## src/uib_consts.svh

```systemverilog
// offsets, field positions, widths and timing counts of the serial port block
//------------------------------------------------------------
// Function
// tx level flag when occupancy at or below threshold
// rx level flag when occupancy at or above threshold
// overrun flag when character arrives while full
// flag every clear-to-send change under flow control
// flag parity mismatch and missing start/stop bit
// timeout flag when data sits idle too long
// separate flags for first and last break
// prescale clock by two to seven-minus-select
// integer divisor is whole part of bit period
// fraction divisor counts in 128ths
// software picks largest prescale keeping divisor one
// 32-byte fifos each way with own request
// transfer requests independent, enabled, occupancy driven
// rx request when count exceeds rx level
// software keeps rx level below 32
// tx request when count falls below tx level
// software keeps tx level above one
// flush bits empty each fifo independently
// clearing enable flushes both fifos
// flow enable gives hardware rts/cts with polarity
// wait for cts, finish current character
// rts drops at stop threshold, returns below
// idle frame limit zero means 256 frames
// polarity zero asserts low, one asserts high
// without flow control ignore cts, rts fixed
//------------------------------------------------------------
`ifndef UIB_CONSTS_SVH
`define UIB_CONSTS_SVH
`define UIB_OFS_CTRL0 6'h00
`define UIB_OFS_CTRL1 6'h04
`define UIB_OFS_STAT 6'h08
`define UIB_OFS_FLAGS 6'h10
`define UIB_OFS_RATE_INT 6'h14
`define UIB_OFS_RATE_FRAC 6'h18
`define UIB_OFS_DATA 6'h1c
`define UIB_OFS_XFER 6'h20
`define UIB_C0_EN 0
`define UIB_C0_PAR_EN 1
`define UIB_C0_PAR_ODD 2
`define UIB_C0_BRK 3
`define UIB_C0_RXFL 4
`define UIB_C0_TXFL 5
`define UIB_C0_FLOW 11
`define UIB_C0_FPOL 12
`define UIB_C0_LIM_LSB 16
`define UIB_FLAG_W 9
`define UIB_FRAME_BITS 4'd10
`define UIB_LIMIT_ZERO 9'h100
`define UIB_FRAC_STEP 8'h80
`endif

```

## src/uib_pkg.sv

```systemverilog
// types shared by the serial port block
package uib_pkg;
   typedef enum logic [2:0] {
      UIB_IDLE = 3'b000,
      UIB_START = 3'b001,
      UIB_DATA = 3'b011,
      UIB_PAR = 3'b010,
      UIB_STOP = 3'b110
   } uib_state_t;
   typedef struct packed {
      logic brk_last;
      logic brk_first;
      logic timeout;
      logic frame;
      logic parity;
      logic cts;
      logic overrun;
      logic rx_lvl;
      logic tx_lvl;
   } uib_flags_t;
endpackage

```

## src/uib_top.sv

```systemverilog
// serial port with fractional rate, fifo transfer requests and rts/cts flow control
`timescale 1ns/1ns
`include "uib_consts.svh"
module uib_top #(
   parameter int AW = 5,
   parameter int IW = 12
) (
   input wire logic clk, // 100 MHz clock
   input wire logic sys_rst, // async reset, active high
   input wire logic [5:0] avs_address, // byte address
   input wire logic avs_read, // read request
   input wire logic avs_write, // write request
   input wire logic [31:0] avs_writedata, // write data
   output logic [31:0] avs_readdata, // read data
   output logic avs_waitrequest, // low for the completing cycle
   input wire logic rxd_in, // serial receive pin
   input wire logic cts_in, // clear-to-send pin
   output logic txd_out, // serial transmit pin
   output logic rts_out, // request-to-send pin
   output logic tx_dma_req, // tx fifo wants filling
   output logic rx_dma_req // rx fifo wants draining
);
   import uib_pkg::*;
   localparam int DEPTH = 2 ** AW;
   localparam int DW = IW + 8;
   localparam logic [AW:0] FULL = (AW + 1)'(DEPTH);

   logic en_r, par_en_r, par_odd_r, brk_r, flow_r, fpol_r;
   logic [7:0] idle_frame_limit_r;
   logic [AW:0] rx_thr_r, tx_thr_r, rts_lvl_r, txdma_lvl_r, rxdma_lvl_r;
   logic txdma_en_r, rxdma_en_r;
   logic [2:0] presc_sel_r;
   logic [IW-1:0] ibaud_r;
   logic [6:0] dbaud_r;
   uib_flags_t flags_r, set_v;
   logic [31:0] rd_mux;
   logic [5:0] wa;
   logic wr, rd;

   //------------------------------------------------------------
   // register bus slave
   //------------------------------------------------------------
   assign wa = {avs_address[5:2], 2'b00};
   assign wr = avs_write & ~avs_waitrequest;
   assign rd = avs_read & ~avs_waitrequest;

   always_ff @(posedge clk or posedge sys_rst) begin
      if (sys_rst) begin
         avs_waitrequest <= 1'b1;
         avs_readdata <= 32'h0;
      end else if ((avs_read | avs_write) & avs_waitrequest) begin
         avs_waitrequest <= 1'b0;
         avs_readdata <= avs_read ? rd_mux : 32'h0;
      end else begin
         avs_waitrequest <= 1'b1;
      end
   end

   always_ff @(posedge clk or posedge sys_rst) begin
      if (sys_rst) begin
         {en_r, par_en_r, par_odd_r, brk_r, flow_r, fpol_r} <= 6'h0;
         idle_frame_limit_r <= 8'h0;
         {rx_thr_r, tx_thr_r, rts_lvl_r} <= 18'h0;
         {txdma_lvl_r, rxdma_lvl_r, txdma_en_r, rxdma_en_r} <= 14'h0;
         presc_sel_r <= 3'h0;
         ibaud_r <= '0;
         dbaud_r <= 7'h0;
      end else if (wr) begin
         unique case (wa)
            `UIB_OFS_CTRL0: begin
               en_r <= avs_writedata[`UIB_C0_EN];
               par_en_r <= avs_writedata[`UIB_C0_PAR_EN];
               par_odd_r <= avs_writedata[`UIB_C0_PAR_ODD];
               brk_r <= avs_writedata[`UIB_C0_BRK];
               flow_r <= avs_writedata[`UIB_C0_FLOW];
               fpol_r <= avs_writedata[`UIB_C0_FPOL];
               idle_frame_limit_r <= avs_writedata[`UIB_C0_LIM_LSB +: 8];
            end
            `UIB_OFS_CTRL1: begin
               rx_thr_r <= avs_writedata[AW:0];
               tx_thr_r <= avs_writedata[8 +: AW + 1];
               rts_lvl_r <= avs_writedata[16 +: AW + 1];
            end
            `UIB_OFS_RATE_INT: begin
               ibaud_r <= avs_writedata[IW-1:0];
               presc_sel_r <= avs_writedata[18:16];
            end
            `UIB_OFS_RATE_FRAC: dbaud_r <= avs_writedata[6:0];
            `UIB_OFS_XFER: begin
               txdma_lvl_r <= avs_writedata[AW:0];
               txdma_en_r <= avs_writedata[7];
               rxdma_lvl_r <= avs_writedata[8 +: AW + 1];
               rxdma_en_r <= avs_writedata[15];
            end
            default: ;
         endcase
      end
   end

   //------------------------------------------------------------
   // pin synchronisers
   //------------------------------------------------------------
   logic cts_s1, cts_s2, cts_q, rxd_s1, rxd_s2, rxd_q, cts_ok;
   always_ff @(posedge clk or posedge sys_rst) begin
      if (sys_rst) begin
         {cts_s1, cts_s2, cts_q, rxd_s1, rxd_s2, rxd_q} <= 6'h3f;
      end else begin
         {cts_s1, cts_s2, cts_q} <= {cts_in, cts_s1, cts_s2};
         {rxd_s1, rxd_s2, rxd_q} <= {rxd_in, rxd_s1, rxd_s2};
      end
   end
   assign cts_ok = ~flow_r | (cts_s2 == fpol_r);

   //------------------------------------------------------------
   // fifos
   //------------------------------------------------------------
   logic [7:0] tx_mem [DEPTH];
   logic [7:0] rx_mem [DEPTH];
   logic [AW-1:0] tx_wp, tx_rp, rx_wp, rx_rp;
   logic [AW:0] tx_cnt, rx_cnt;
   logic tx_push, tx_pop, tx_clr, rx_push, rx_pop, rx_clr, rx_done;
   logic [7:0] rx_sh_r;

   assign tx_push = wr & (wa == `UIB_OFS_DATA) & (tx_cnt != FULL);
   assign rx_pop = rd & (wa == `UIB_OFS_DATA) & (rx_cnt != '0);
   assign rx_push = rx_done & (rx_cnt != FULL);
   assign tx_clr = ~en_r | (wr & (wa == `UIB_OFS_CTRL0) & avs_writedata[`UIB_C0_TXFL]);
   assign rx_clr = ~en_r | (wr & (wa == `UIB_OFS_CTRL0) & avs_writedata[`UIB_C0_RXFL]);

   always_ff @(posedge clk or posedge sys_rst) begin
      if (sys_rst) begin
         {tx_wp, tx_rp, tx_cnt} <= '0;
      end else if (tx_clr) begin
         {tx_wp, tx_rp, tx_cnt} <= '0;
      end else begin
         if (tx_push) tx_wp <= tx_wp + 1'b1;
         if (tx_pop) tx_rp <= tx_rp + 1'b1;
         if (tx_push & ~tx_pop) tx_cnt <= tx_cnt + 1'b1;
         else if (~tx_push & tx_pop) tx_cnt <= tx_cnt - 1'b1;
      end
   end

   always_ff @(posedge clk or posedge sys_rst) begin
      if (sys_rst) begin
         {rx_wp, rx_rp, rx_cnt} <= '0;
      end else if (rx_clr) begin
         {rx_wp, rx_rp, rx_cnt} <= '0;
      end else begin
         if (rx_push) rx_wp <= rx_wp + 1'b1;
         if (rx_pop) rx_rp <= rx_rp + 1'b1;
         if (rx_push & ~rx_pop) rx_cnt <= rx_cnt + 1'b1;
         else if (~rx_push & rx_pop) rx_cnt <= rx_cnt - 1'b1;
      end
   end

   always_ff @(posedge clk) begin
      if (tx_push) tx_mem[tx_wp] <= avs_writedata[7:0];
      if (rx_push) rx_mem[rx_wp] <= rx_sh_r;
   end

   //------------------------------------------------------------
   // bit-rate generator
   //------------------------------------------------------------
   logic [6:0] presc_cnt, presc_max;
   logic presc_tick, tx_tick, rx_tick, rx_start;
   logic [DW-1:0] div, tx_acc, rx_acc, tx_sum, rx_sum;
   assign presc_max = 7'h7f >> presc_sel_r;
   assign presc_tick = presc_cnt >= presc_max;
   assign div = {1'b0, ibaud_r, dbaud_r};
   assign tx_sum = tx_acc + DW'(`UIB_FRAC_STEP);
   assign rx_sum = rx_acc + DW'(`UIB_FRAC_STEP);
   assign tx_tick = presc_tick & (tx_sum >= div);
   assign rx_tick = presc_tick & (rx_sum >= div);

   always_ff @(posedge clk or posedge sys_rst) begin
      if (sys_rst) begin
         presc_cnt <= 7'h0;
         tx_acc <= '0;
         rx_acc <= '0;
      end else begin
         presc_cnt <= presc_tick ? 7'h0 : presc_cnt + 7'h1;
         if (presc_tick) tx_acc <= tx_tick ? tx_sum - div : tx_sum;
         // restart at half a bit so samples land mid-bit
         if (rx_start) rx_acc <= div >> 1;
         else if (presc_tick) rx_acc <= rx_tick ? rx_sum - div : rx_sum;
      end
   end

   //------------------------------------------------------------
   // transmitter
   //------------------------------------------------------------
   uib_state_t tx_st_r;
   logic [7:0] tx_sh_r;
   logic [2:0] tx_bit_r;
   logic tx_par_r;
   assign tx_pop = tx_tick & (tx_st_r == UIB_IDLE) & en_r & ~brk_r & cts_ok
      & (tx_cnt != '0) & ~tx_clr;

   always_ff @(posedge clk or posedge sys_rst) begin
      if (sys_rst) begin
         tx_st_r <= UIB_IDLE;
         tx_sh_r <= 8'h0;
         tx_bit_r <= 3'h0;
         tx_par_r <= 1'b0;
         txd_out <= 1'b1;
      end else if (tx_tick) begin
         unique case (tx_st_r)
            UIB_IDLE: begin
               txd_out <= ~brk_r;
               if (tx_pop) begin
                  tx_sh_r <= tx_mem[tx_rp];
                  tx_par_r <= ^tx_mem[tx_rp] ^ par_odd_r;
                  txd_out <= 1'b0;
                  tx_st_r <= UIB_START;
               end
            end
            UIB_START: begin
               txd_out <= tx_sh_r[0];
               tx_sh_r <= tx_sh_r >> 1;
               tx_bit_r <= 3'h0;
               tx_st_r <= UIB_DATA;
            end
            UIB_DATA: begin
               tx_bit_r <= tx_bit_r + 3'h1;
               if (tx_bit_r == 3'h7) begin
                  txd_out <= par_en_r ? tx_par_r : 1'b1;
                  tx_st_r <= par_en_r ? UIB_PAR : UIB_STOP;
               end else begin
                  txd_out <= tx_sh_r[0];
                  tx_sh_r <= tx_sh_r >> 1;
               end
            end
            UIB_PAR: begin
               txd_out <= 1'b1;
               tx_st_r <= UIB_STOP;
            end
            UIB_STOP: tx_st_r <= UIB_IDLE;
         endcase
      end
   end

   //------------------------------------------------------------
   // receiver
   //------------------------------------------------------------
   uib_state_t rx_st_r;
   logic [2:0] rx_bit_r;
   logic rx_pb_r, in_brk_r, is_brk;
   logic ev_frame, ev_par, ev_first, ev_last;
   assign rx_start = (rx_st_r == UIB_IDLE) & en_r & rxd_q & ~rxd_s2;
   assign is_brk = (rx_sh_r == 8'h0) & ~rxd_s2 & ~(par_en_r & rx_pb_r);

   always_comb begin
      rx_done = 1'b0;
      ev_frame = 1'b0;
      ev_par = 1'b0;
      ev_first = 1'b0;
      ev_last = (rx_st_r == UIB_IDLE) & in_brk_r & rxd_s2;
      if (rx_tick & (rx_st_r == UIB_START)) ev_frame = rxd_s2;
      if (rx_tick & (rx_st_r == UIB_STOP)) begin
         if (is_brk) begin
            ev_first = ~in_brk_r;
         end else begin
            rx_done = 1'b1;
            ev_frame = ~rxd_s2;
            ev_par = par_en_r & (rx_pb_r != (^rx_sh_r ^ par_odd_r));
         end
      end
   end

   always_ff @(posedge clk or posedge sys_rst) begin
      if (sys_rst) begin
         rx_st_r <= UIB_IDLE;
         rx_sh_r <= 8'h0;
         rx_bit_r <= 3'h0;
         rx_pb_r <= 1'b0;
         in_brk_r <= 1'b0;
      end else begin
         if (ev_last) in_brk_r <= 1'b0;
         if (ev_first) in_brk_r <= 1'b1;
         if (rx_start) rx_st_r <= UIB_START;
         else if (rx_tick) begin
            unique case (rx_st_r)
               UIB_IDLE: ;
               UIB_START: begin
                  rx_bit_r <= 3'h0;
                  rx_st_r <= rxd_s2 ? UIB_IDLE : UIB_DATA;
               end
               UIB_DATA: begin
                  rx_sh_r <= {rxd_s2, rx_sh_r[7:1]};
                  rx_bit_r <= rx_bit_r + 3'h1;
                  if (rx_bit_r == 3'h7) rx_st_r <= par_en_r ? UIB_PAR : UIB_STOP;
               end
               UIB_PAR: begin
                  rx_pb_r <= rxd_s2;
                  rx_st_r <= UIB_STOP;
               end
               UIB_STOP: rx_st_r <= UIB_IDLE;
            endcase
         end
      end
   end

   //------------------------------------------------------------
   // receive timeout in frame times
   //------------------------------------------------------------
   logic [3:0] fr_bit_r, fr_len;
   logic [8:0] fr_cnt_r, fr_lim;
   logic ev_to;
   assign fr_len = `UIB_FRAME_BITS + {3'h0, par_en_r};
   assign fr_lim = (idle_frame_limit_r == 8'h0) ? `UIB_LIMIT_ZERO
      : {1'b0, idle_frame_limit_r};
   assign ev_to = tx_tick & (fr_bit_r == fr_len - 4'h1) & (fr_cnt_r + 9'h1 == fr_lim);

   always_ff @(posedge clk or posedge sys_rst) begin
      if (sys_rst) begin
         fr_bit_r <= 4'h0;
         fr_cnt_r <= 9'h0;
      end else if (rx_push | rx_pop | (rx_cnt == '0) | rx_clr) begin
         fr_bit_r <= 4'h0;
         fr_cnt_r <= 9'h0;
      end else if (tx_tick) begin
         if (fr_bit_r == fr_len - 4'h1) begin
            fr_bit_r <= 4'h0;
            if (fr_cnt_r != 9'h1ff) fr_cnt_r <= fr_cnt_r + 9'h1;
         end else begin
            fr_bit_r <= fr_bit_r + 4'h1;
         end
      end
   end

   //------------------------------------------------------------
   // sticky event flags, write one to clear, set wins
   //------------------------------------------------------------
   always_comb begin
      set_v.tx_lvl = tx_cnt <= tx_thr_r;
      set_v.rx_lvl = rx_cnt >= rx_thr_r;
      set_v.overrun = rx_done & (rx_cnt == FULL);
      set_v.cts = flow_r & (cts_s2 != cts_q);
      set_v.parity = ev_par;
      set_v.frame = ev_frame;
      set_v.timeout = ev_to;
      set_v.brk_first = ev_first;
      set_v.brk_last = ev_last;
   end

   always_ff @(posedge clk or posedge sys_rst) begin
      if (sys_rst) flags_r <= '0;
      else if (wr & (wa == `UIB_OFS_FLAGS)) flags_r <= (flags_r & ~avs_writedata[8:0]) | set_v;
      else flags_r <= flags_r | set_v;
   end

   //------------------------------------------------------------
   // transfer requests and rts
   //------------------------------------------------------------
   always_ff @(posedge clk or posedge sys_rst) begin
      if (sys_rst) begin
         tx_dma_req <= 1'b0;
         rx_dma_req <= 1'b0;
         rts_out <= 1'b1;
      end else begin
         tx_dma_req <= txdma_en_r & (tx_cnt < txdma_lvl_r);
         rx_dma_req <= rxdma_en_r & (rx_cnt > rxdma_lvl_r);
         if (flow_r & (rx_cnt >= rts_lvl_r)) rts_out <= ~fpol_r;
         else rts_out <= fpol_r;
      end
   end

   always_comb begin
      unique case (wa)
         `UIB_OFS_CTRL0: rd_mux = {8'h0, idle_frame_limit_r, 3'h0, fpol_r, flow_r, 7'h0,
            brk_r, par_odd_r, par_en_r, en_r};
         `UIB_OFS_CTRL1: rd_mux = {10'h0, rts_lvl_r, 2'h0, tx_thr_r, 2'h0, rx_thr_r};
         `UIB_OFS_STAT: rd_mux = {13'h0, cts_ok, rx_st_r != UIB_IDLE, tx_st_r != UIB_IDLE,
            2'h0, tx_cnt, 2'h0, rx_cnt};
         `UIB_OFS_FLAGS: rd_mux = {23'h0, flags_r};
         `UIB_OFS_RATE_INT: rd_mux = {13'h0, presc_sel_r, 4'h0, ibaud_r};
         `UIB_OFS_RATE_FRAC: rd_mux = {25'h0, dbaud_r};
         `UIB_OFS_DATA: rd_mux = {24'h0, rx_mem[rx_rp]};
         `UIB_OFS_XFER: rd_mux = {16'h0, rxdma_en_r, 1'b0, rxdma_lvl_r, txdma_en_r, 1'b0,
            txdma_lvl_r};
         default: rd_mux = 32'h0;
      endcase
   end

   //------------------------------------------------------------
   // assertions
   //------------------------------------------------------------
   AST_TX_DMA: assert property (@(posedge clk) disable iff (sys_rst)
      (txdma_en_r && tx_cnt < txdma_lvl_r) |=> tx_dma_req) else $error("tx request missing");
   AST_RX_DMA: assert property (@(posedge clk) disable iff (sys_rst)
      (!rxdma_en_r || rx_cnt <= rxdma_lvl_r) |=> !rx_dma_req) else $error("rx request spurious");
   AST_TX_LVL: assert property (@(posedge clk) disable iff (sys_rst)
      (tx_cnt <= tx_thr_r) |=> flags_r.tx_lvl) else $error("tx level flag missing");
   AST_RX_LVL: assert property (@(posedge clk) disable iff (sys_rst)
      (rx_cnt >= rx_thr_r) |=> flags_r.rx_lvl) else $error("rx level flag missing");
   AST_OVERRUN: assert property (@(posedge clk) disable iff (sys_rst)
      (rx_done && rx_cnt == FULL && !rx_clr) |=> flags_r.overrun && $stable(rx_wp))
      else $error("overrun lost");
   AST_CTS_CHG: assert property (@(posedge clk) disable iff (sys_rst)
      (flow_r && $changed(cts_s2)) |-> ##1 flags_r.cts) else $error("cts change not flagged");
   AST_FLUSH: assert property (@(posedge clk) disable iff (sys_rst)
      (wr && wa == `UIB_OFS_CTRL0 && avs_writedata[`UIB_C0_RXFL]) |=> rx_cnt == '0)
      else $error("rx flush failed");
   AST_DISABLE: assert property (@(posedge clk) disable iff (sys_rst)
      !en_r |=> (tx_cnt == '0 && rx_cnt == '0)) else $error("disable did not flush");
   AST_RTS: assert property (@(posedge clk) disable iff (sys_rst)
      (flow_r && rx_cnt >= rts_lvl_r) |=> rts_out == ~$past(fpol_r))
      else $error("rts not dropped");
   AST_CTS_HOLD: assert property (@(posedge clk) disable iff (sys_rst)
      (tx_st_r == UIB_IDLE && !cts_ok) |=> tx_st_r == UIB_IDLE) else $error("sent without cts");
   AST_PRESC: assert property (@(posedge clk) disable iff (sys_rst)
      (presc_cnt <= (7'h7f >> presc_sel_r))
      |-> (presc_tick == (presc_cnt == (7'h7f >> presc_sel_r))))
      else $error("prescale count wrong");
endmodule

```

## config.mk

```make
export PLATFORM = sky130hd
export DESIGN_NAME = uib_top
export DESIGN_NICKNAME = d
export VERILOG_FILES = /design/src/uib_pkg.sv /design/src/uib_top.sv
export VERILOG_INCLUDE_DIRS = /design/src
export SDC_FILE = /design/constraint.sdc
export NUM_CORES = 1
export LEC_CHECK = 0
export BUFFER_PORTS_ARGS = -buffer_cell sky130_fd_sc_hd__buf_2
export CAP_MARGIN = 20
export CORE_MARGIN = 2
export CORE_UTILIZATION = 45
export DETAILED_ROUTE_END_ITERATION = 16
export GPL_TIMING_DRIVEN = 0
export PLACE_DENSITY = 0.71
export SLEW_MARGIN = 0
export SYNTH_ARGS = -nofsm -noshare
export SYNTH_HDL_FRONTEND = slang
export SYNTH_SLANG_ARGS = --single-unit
export TNS_END_PERCENT = 20
```

## constraint.sdc

```tcl
create_clock -name clk -period 8.6 [get_ports clk]
set_input_delay 1.72 -clock clk [delete_from_list [all_inputs] [get_ports clk]]
set_output_delay 1.72 -clock clk [all_outputs]
set_load 0.02 [all_outputs]
```

==> metrics.md <==
| Metric | Value |
|---|---|
| Element type at the critical path end | register |
| 1st-iter DRT viols | 2658 |
| Count leader, synth | edfxtp_1 |
| Net Switching | 0.00306 W |
| Post-CTS setup buffer count | 0 |
| Synth top area share | 44.6% |
| EDFF count, synth | 512 |
| Initial antenna violation count | 11 |
| Total power | 0.0100 W |
| Post-synthesis mux area share | 13.4% |
| Layout fillers | 6224 |
| Die area | 0.0789 mm2 |
| Synth area leader | edfxtp_1 |
| Worst Setup Start Kind | register |
| Fmax | 0.187 GHz |
| Complex-gate fraction of the synthesized area | 7.83% |
| Max-Cap Viols | 0 |
| DIE WIDTH | 281 um |
| Clock Path Buffers | 3 |
| Cts repair resizes | 0 |
| Routed Antenna Nets | 0 |
| Period minus WS final | 5.34 ns |
| IO buf count | 60 |
| Final setup TNS | 0 ns |
| Via/cell ratio | 5.94 |
| Final Hold Viols | 0 |
| Gr usage total | 22.8% |
| DRC | 0 |
| H-tree Lvls | 3 |
| Sequential share of power | 42.7% |
| Cts bufs inserted | 78 |
| Leak pwr | 14.0 nW |
| Required time worst endpoint | 9.10 ns |
| Die Y | 281 um |
| Wire per inst | 24.4 um |
| WS Path Type | reg2reg |
| DRT Pass-1 Iters | 6 |
| CTS tree | done |
| DRT Wirelength | 89700 um |
| Row cnt | 101 |
| Post-Synthesis Cell Area | 0.0345 mm2 |
| Clock slew at reported path FFs | 0.06 ns |
| Register area share after synthesis | 61.6% |
| Nets | 2735 |
| Syn. warnings | 0 |
| Met3 Usage GRT | 5.26% |
| Top_reg_cell synth | edfxtp_1 |
| Vias in the first global route | 21.7k |
| GRT met1 Usage | 30.9% |
| Post-Synth Simple-Gate Area | 7.81% |
| Final period util | 62.1% |
| Synth Area in Adders | 4.14% |
| Slew Limit Fails | 0 |
| Setup violations, final | 0 |
| P_int | 0.00698 W |
| Core box area | 0.0759 mm2 |
| Dominant cells by area after synthesis | edfxtp_1, dfrtp_1, mux4_2 |
| Area Overhead vs Synth | 13.0% |
| Worst-Margin Slew | 1.13 ns |
| PD cells | 257 mW/mm2 |
| Post-CTS Hold Fix Bufs | 0 |
| Status | completed |
| Top Ports | 81 |
| Crit path DAT | 5.83 ns |
| RSZ-0062 raised after global routing | no |
| Logic pwr share | 23.2% |
| Initial core utilization | 45.4% |
| Unique cell type count in the Yosys netlist | 79 |
| Worst-Skew Late Latency | 0.65 ns |
| Multi-input logic area | 0.0124 mm2 |
| Post-detail-place hpwl | 61100 um |
| Cells after Synth | 2422 |
| Largest family of logic cells by synthesized area | multiplexers |
| Clk pwr share | 34.1% |
| Synth Area per Inst | 14.2 um2 |
| Ys async rst share | 31.4% |
| GR peak layer | met2 |
| Post-synth top cells | edfxtp_1, dfrtp_1, nor2_1 |
| RD Place Congestion | 0.922 |
| First-pass GRT wire length | 135000 um |
| Met2 Use GR | 36.0% |
| GRT overflow | 0 |
| Hold Path Class | reg2reg |
| FF+latch count, synth | 746 |
| Worst Skew | 0.0461 ns |
| Layout cell share with drive strength beyond 1 | 17.9% |
| Slew margin rel. | 23.7% |
| Vias | 21.8k |
| CTS Sinks | 746 |
| Xor and xnor area share after synthesis | 2.71% |
| Reg area | 0.0212 mm2 |
| Net Sw Frac | 30.5% |
| Clock root buffer | clkbuf_16 |
| CP Max Fanout | 10 |
| Largest net degree at the start of global routing | 127 |
| Maximum vdd drop | 0.163 mV |
==> logic make-up (layout without fill, tap and decap cells) <==
family | Yosys count | in the layout
buffers and inverters | 210 | 423
DFF | 746 | 746
and+or+nand+nor | 561 | 561
AOI/OAI and AO/OA | 421 | 421
xor gates and xnor gates | 105 | 105
adders and majority gates | 112 | 112
other | 1 | 11
muxes | 266 | 266
==> critical path: stages, from the launching register on <==
cell and delay [ns]:
dfrtp_1 0.49, ha_1 0.29, and2_1 0.25, nand3_1 0.12, xnor2_1 0.18, ha_1 0.36, nand2_1 0.10, nor4_1 0.31
inv_1 0.08, o211ai_1 0.48, nand4b_2 0.48, nand2_1 0.35, ha_1 0.27, a21o_1 0.17, a21oi_1 0.22, nor2b_1 0.08
o21ai_0 0.19, nand2b_1 0.12, or2_2 0.29, mux2i_1 0.17, xnor2_1 0.14, nor2_1 0.06
==> path summary, 6_finish.rpt <==
| path | start | end | slack, ns | cells past startpoint |
|---|---|---|---|---|
| hold reg to reg | cts_s1 | cts_s2 | 0.36 | 0 |
| max in group asynchronous | sys_rst | flags_r[2] | 6.24 | 3 |
| min in group asynchronous | sys_rst | tx_acc[15] | 1.22 | 2 |
| setup / recovery | tx_acc[7] | tx_cnt[5] | 3.26 | 21 |
| setup reg to reg | tx_acc[7] | tx_cnt[5] | 3.26 | 21 |
| hold / removal | cts_s1 | cts_s2 | 0.36 | 0 |
==> metal layers <==
layer	share of wire (%)	vias up
met5	0.095	-
met1	41	11100
met4	3.4	14
li1	-	9524
met3	8.6	193
met2	47	973
==> cell type report <==
class,count,share of cell area (%)
multi-input cells,1474,31.8
flip-flops and latches,746,54.5
repair buffers,70,1.37
plain buffers,119,1.42
well taps,1030,3.31
clock inverters,38,1.19
diodes,2,0.0128
inverters,91,0.895
clock buffers,105,5.51
==> power groups by stage <==
stage	registers (W)	clock network [W]	logic, W
after floorplan	0.00428	0	0.00174
after global placement	0.00434	0	0.00221
after detailed placement	0.00435	0	0.00227
after CTS	0.00428	0.00346	0.00229
after global routing	0.00431	0.00360	0.00258
final	0.00428	0.00342	0.00233
==> stage by stage <==
stage / hold slack (ns) / cells / cell area (um2) / setup slack, ns / utilization (%)
final: 0.359 / 3675 / 39000 / 3.26 / 51.3
after global routing: 0.357 / 3673 / 39000 / 2.86 / 51.3
after CTS: 0.357 / 3665 / 38800 / 3.33 / 51.1
after detailed placement: 0.350 / 3522 / 36200 / 2.80 / 47.6
after global placement: 0.349 / 3520 / 36100 / -2.30 / 47.6
after floorplan: 0.345 / 2430 / 34500 / 0.477 / -
==> state kept, by name, indices dropped and copies added, names as in the netlist, 6 cells and up <==
name	cells
rx_sh_r	8
tx_thr_r	6
rx_acc	20
ibaud_r	12
flags_r	9
tx_mem	256
fr_cnt_r	9
rx_mem	256
idle_frame_limit_r	8
rx_thr_r	6
rx_cnt	6
txdma_lvl_r	6
presc_cnt	7
tx_acc	20
rxdma_lvl_r	6
tx_cnt	6
rts_lvl_r	6
tx_sh_r	8
dbaud_r	7
avs_readdata	23
==> cells in the final DEF, fill, tap and decap left out, types with 11 or more instances in the layout <==
master	instances
and2_1	11
o21a_1	17
buf_2	75
buf_4	17
mux2i_1	43
clkbuf_16	81
nand3_1	48
clkbuf_1	95
xnor2_1	71
nand4_1	11
nand2_1	155
edfxtp_1	512
mux4_2	148
ha_1	107
nand2b_1	20
xor2_1	32
inv_1	90
and3_1	18
a31oi_1	12
mux2_2	75
a21oi_1	105
a21o_1	44
nor2_1	171
nor2b_1	25
a211oi_1	14
a22oi_1	20
nor3_1	32
o21ai_0	109
a22o_1	19
dfrtp_1	225
Power figures use the tool's default switching activity.
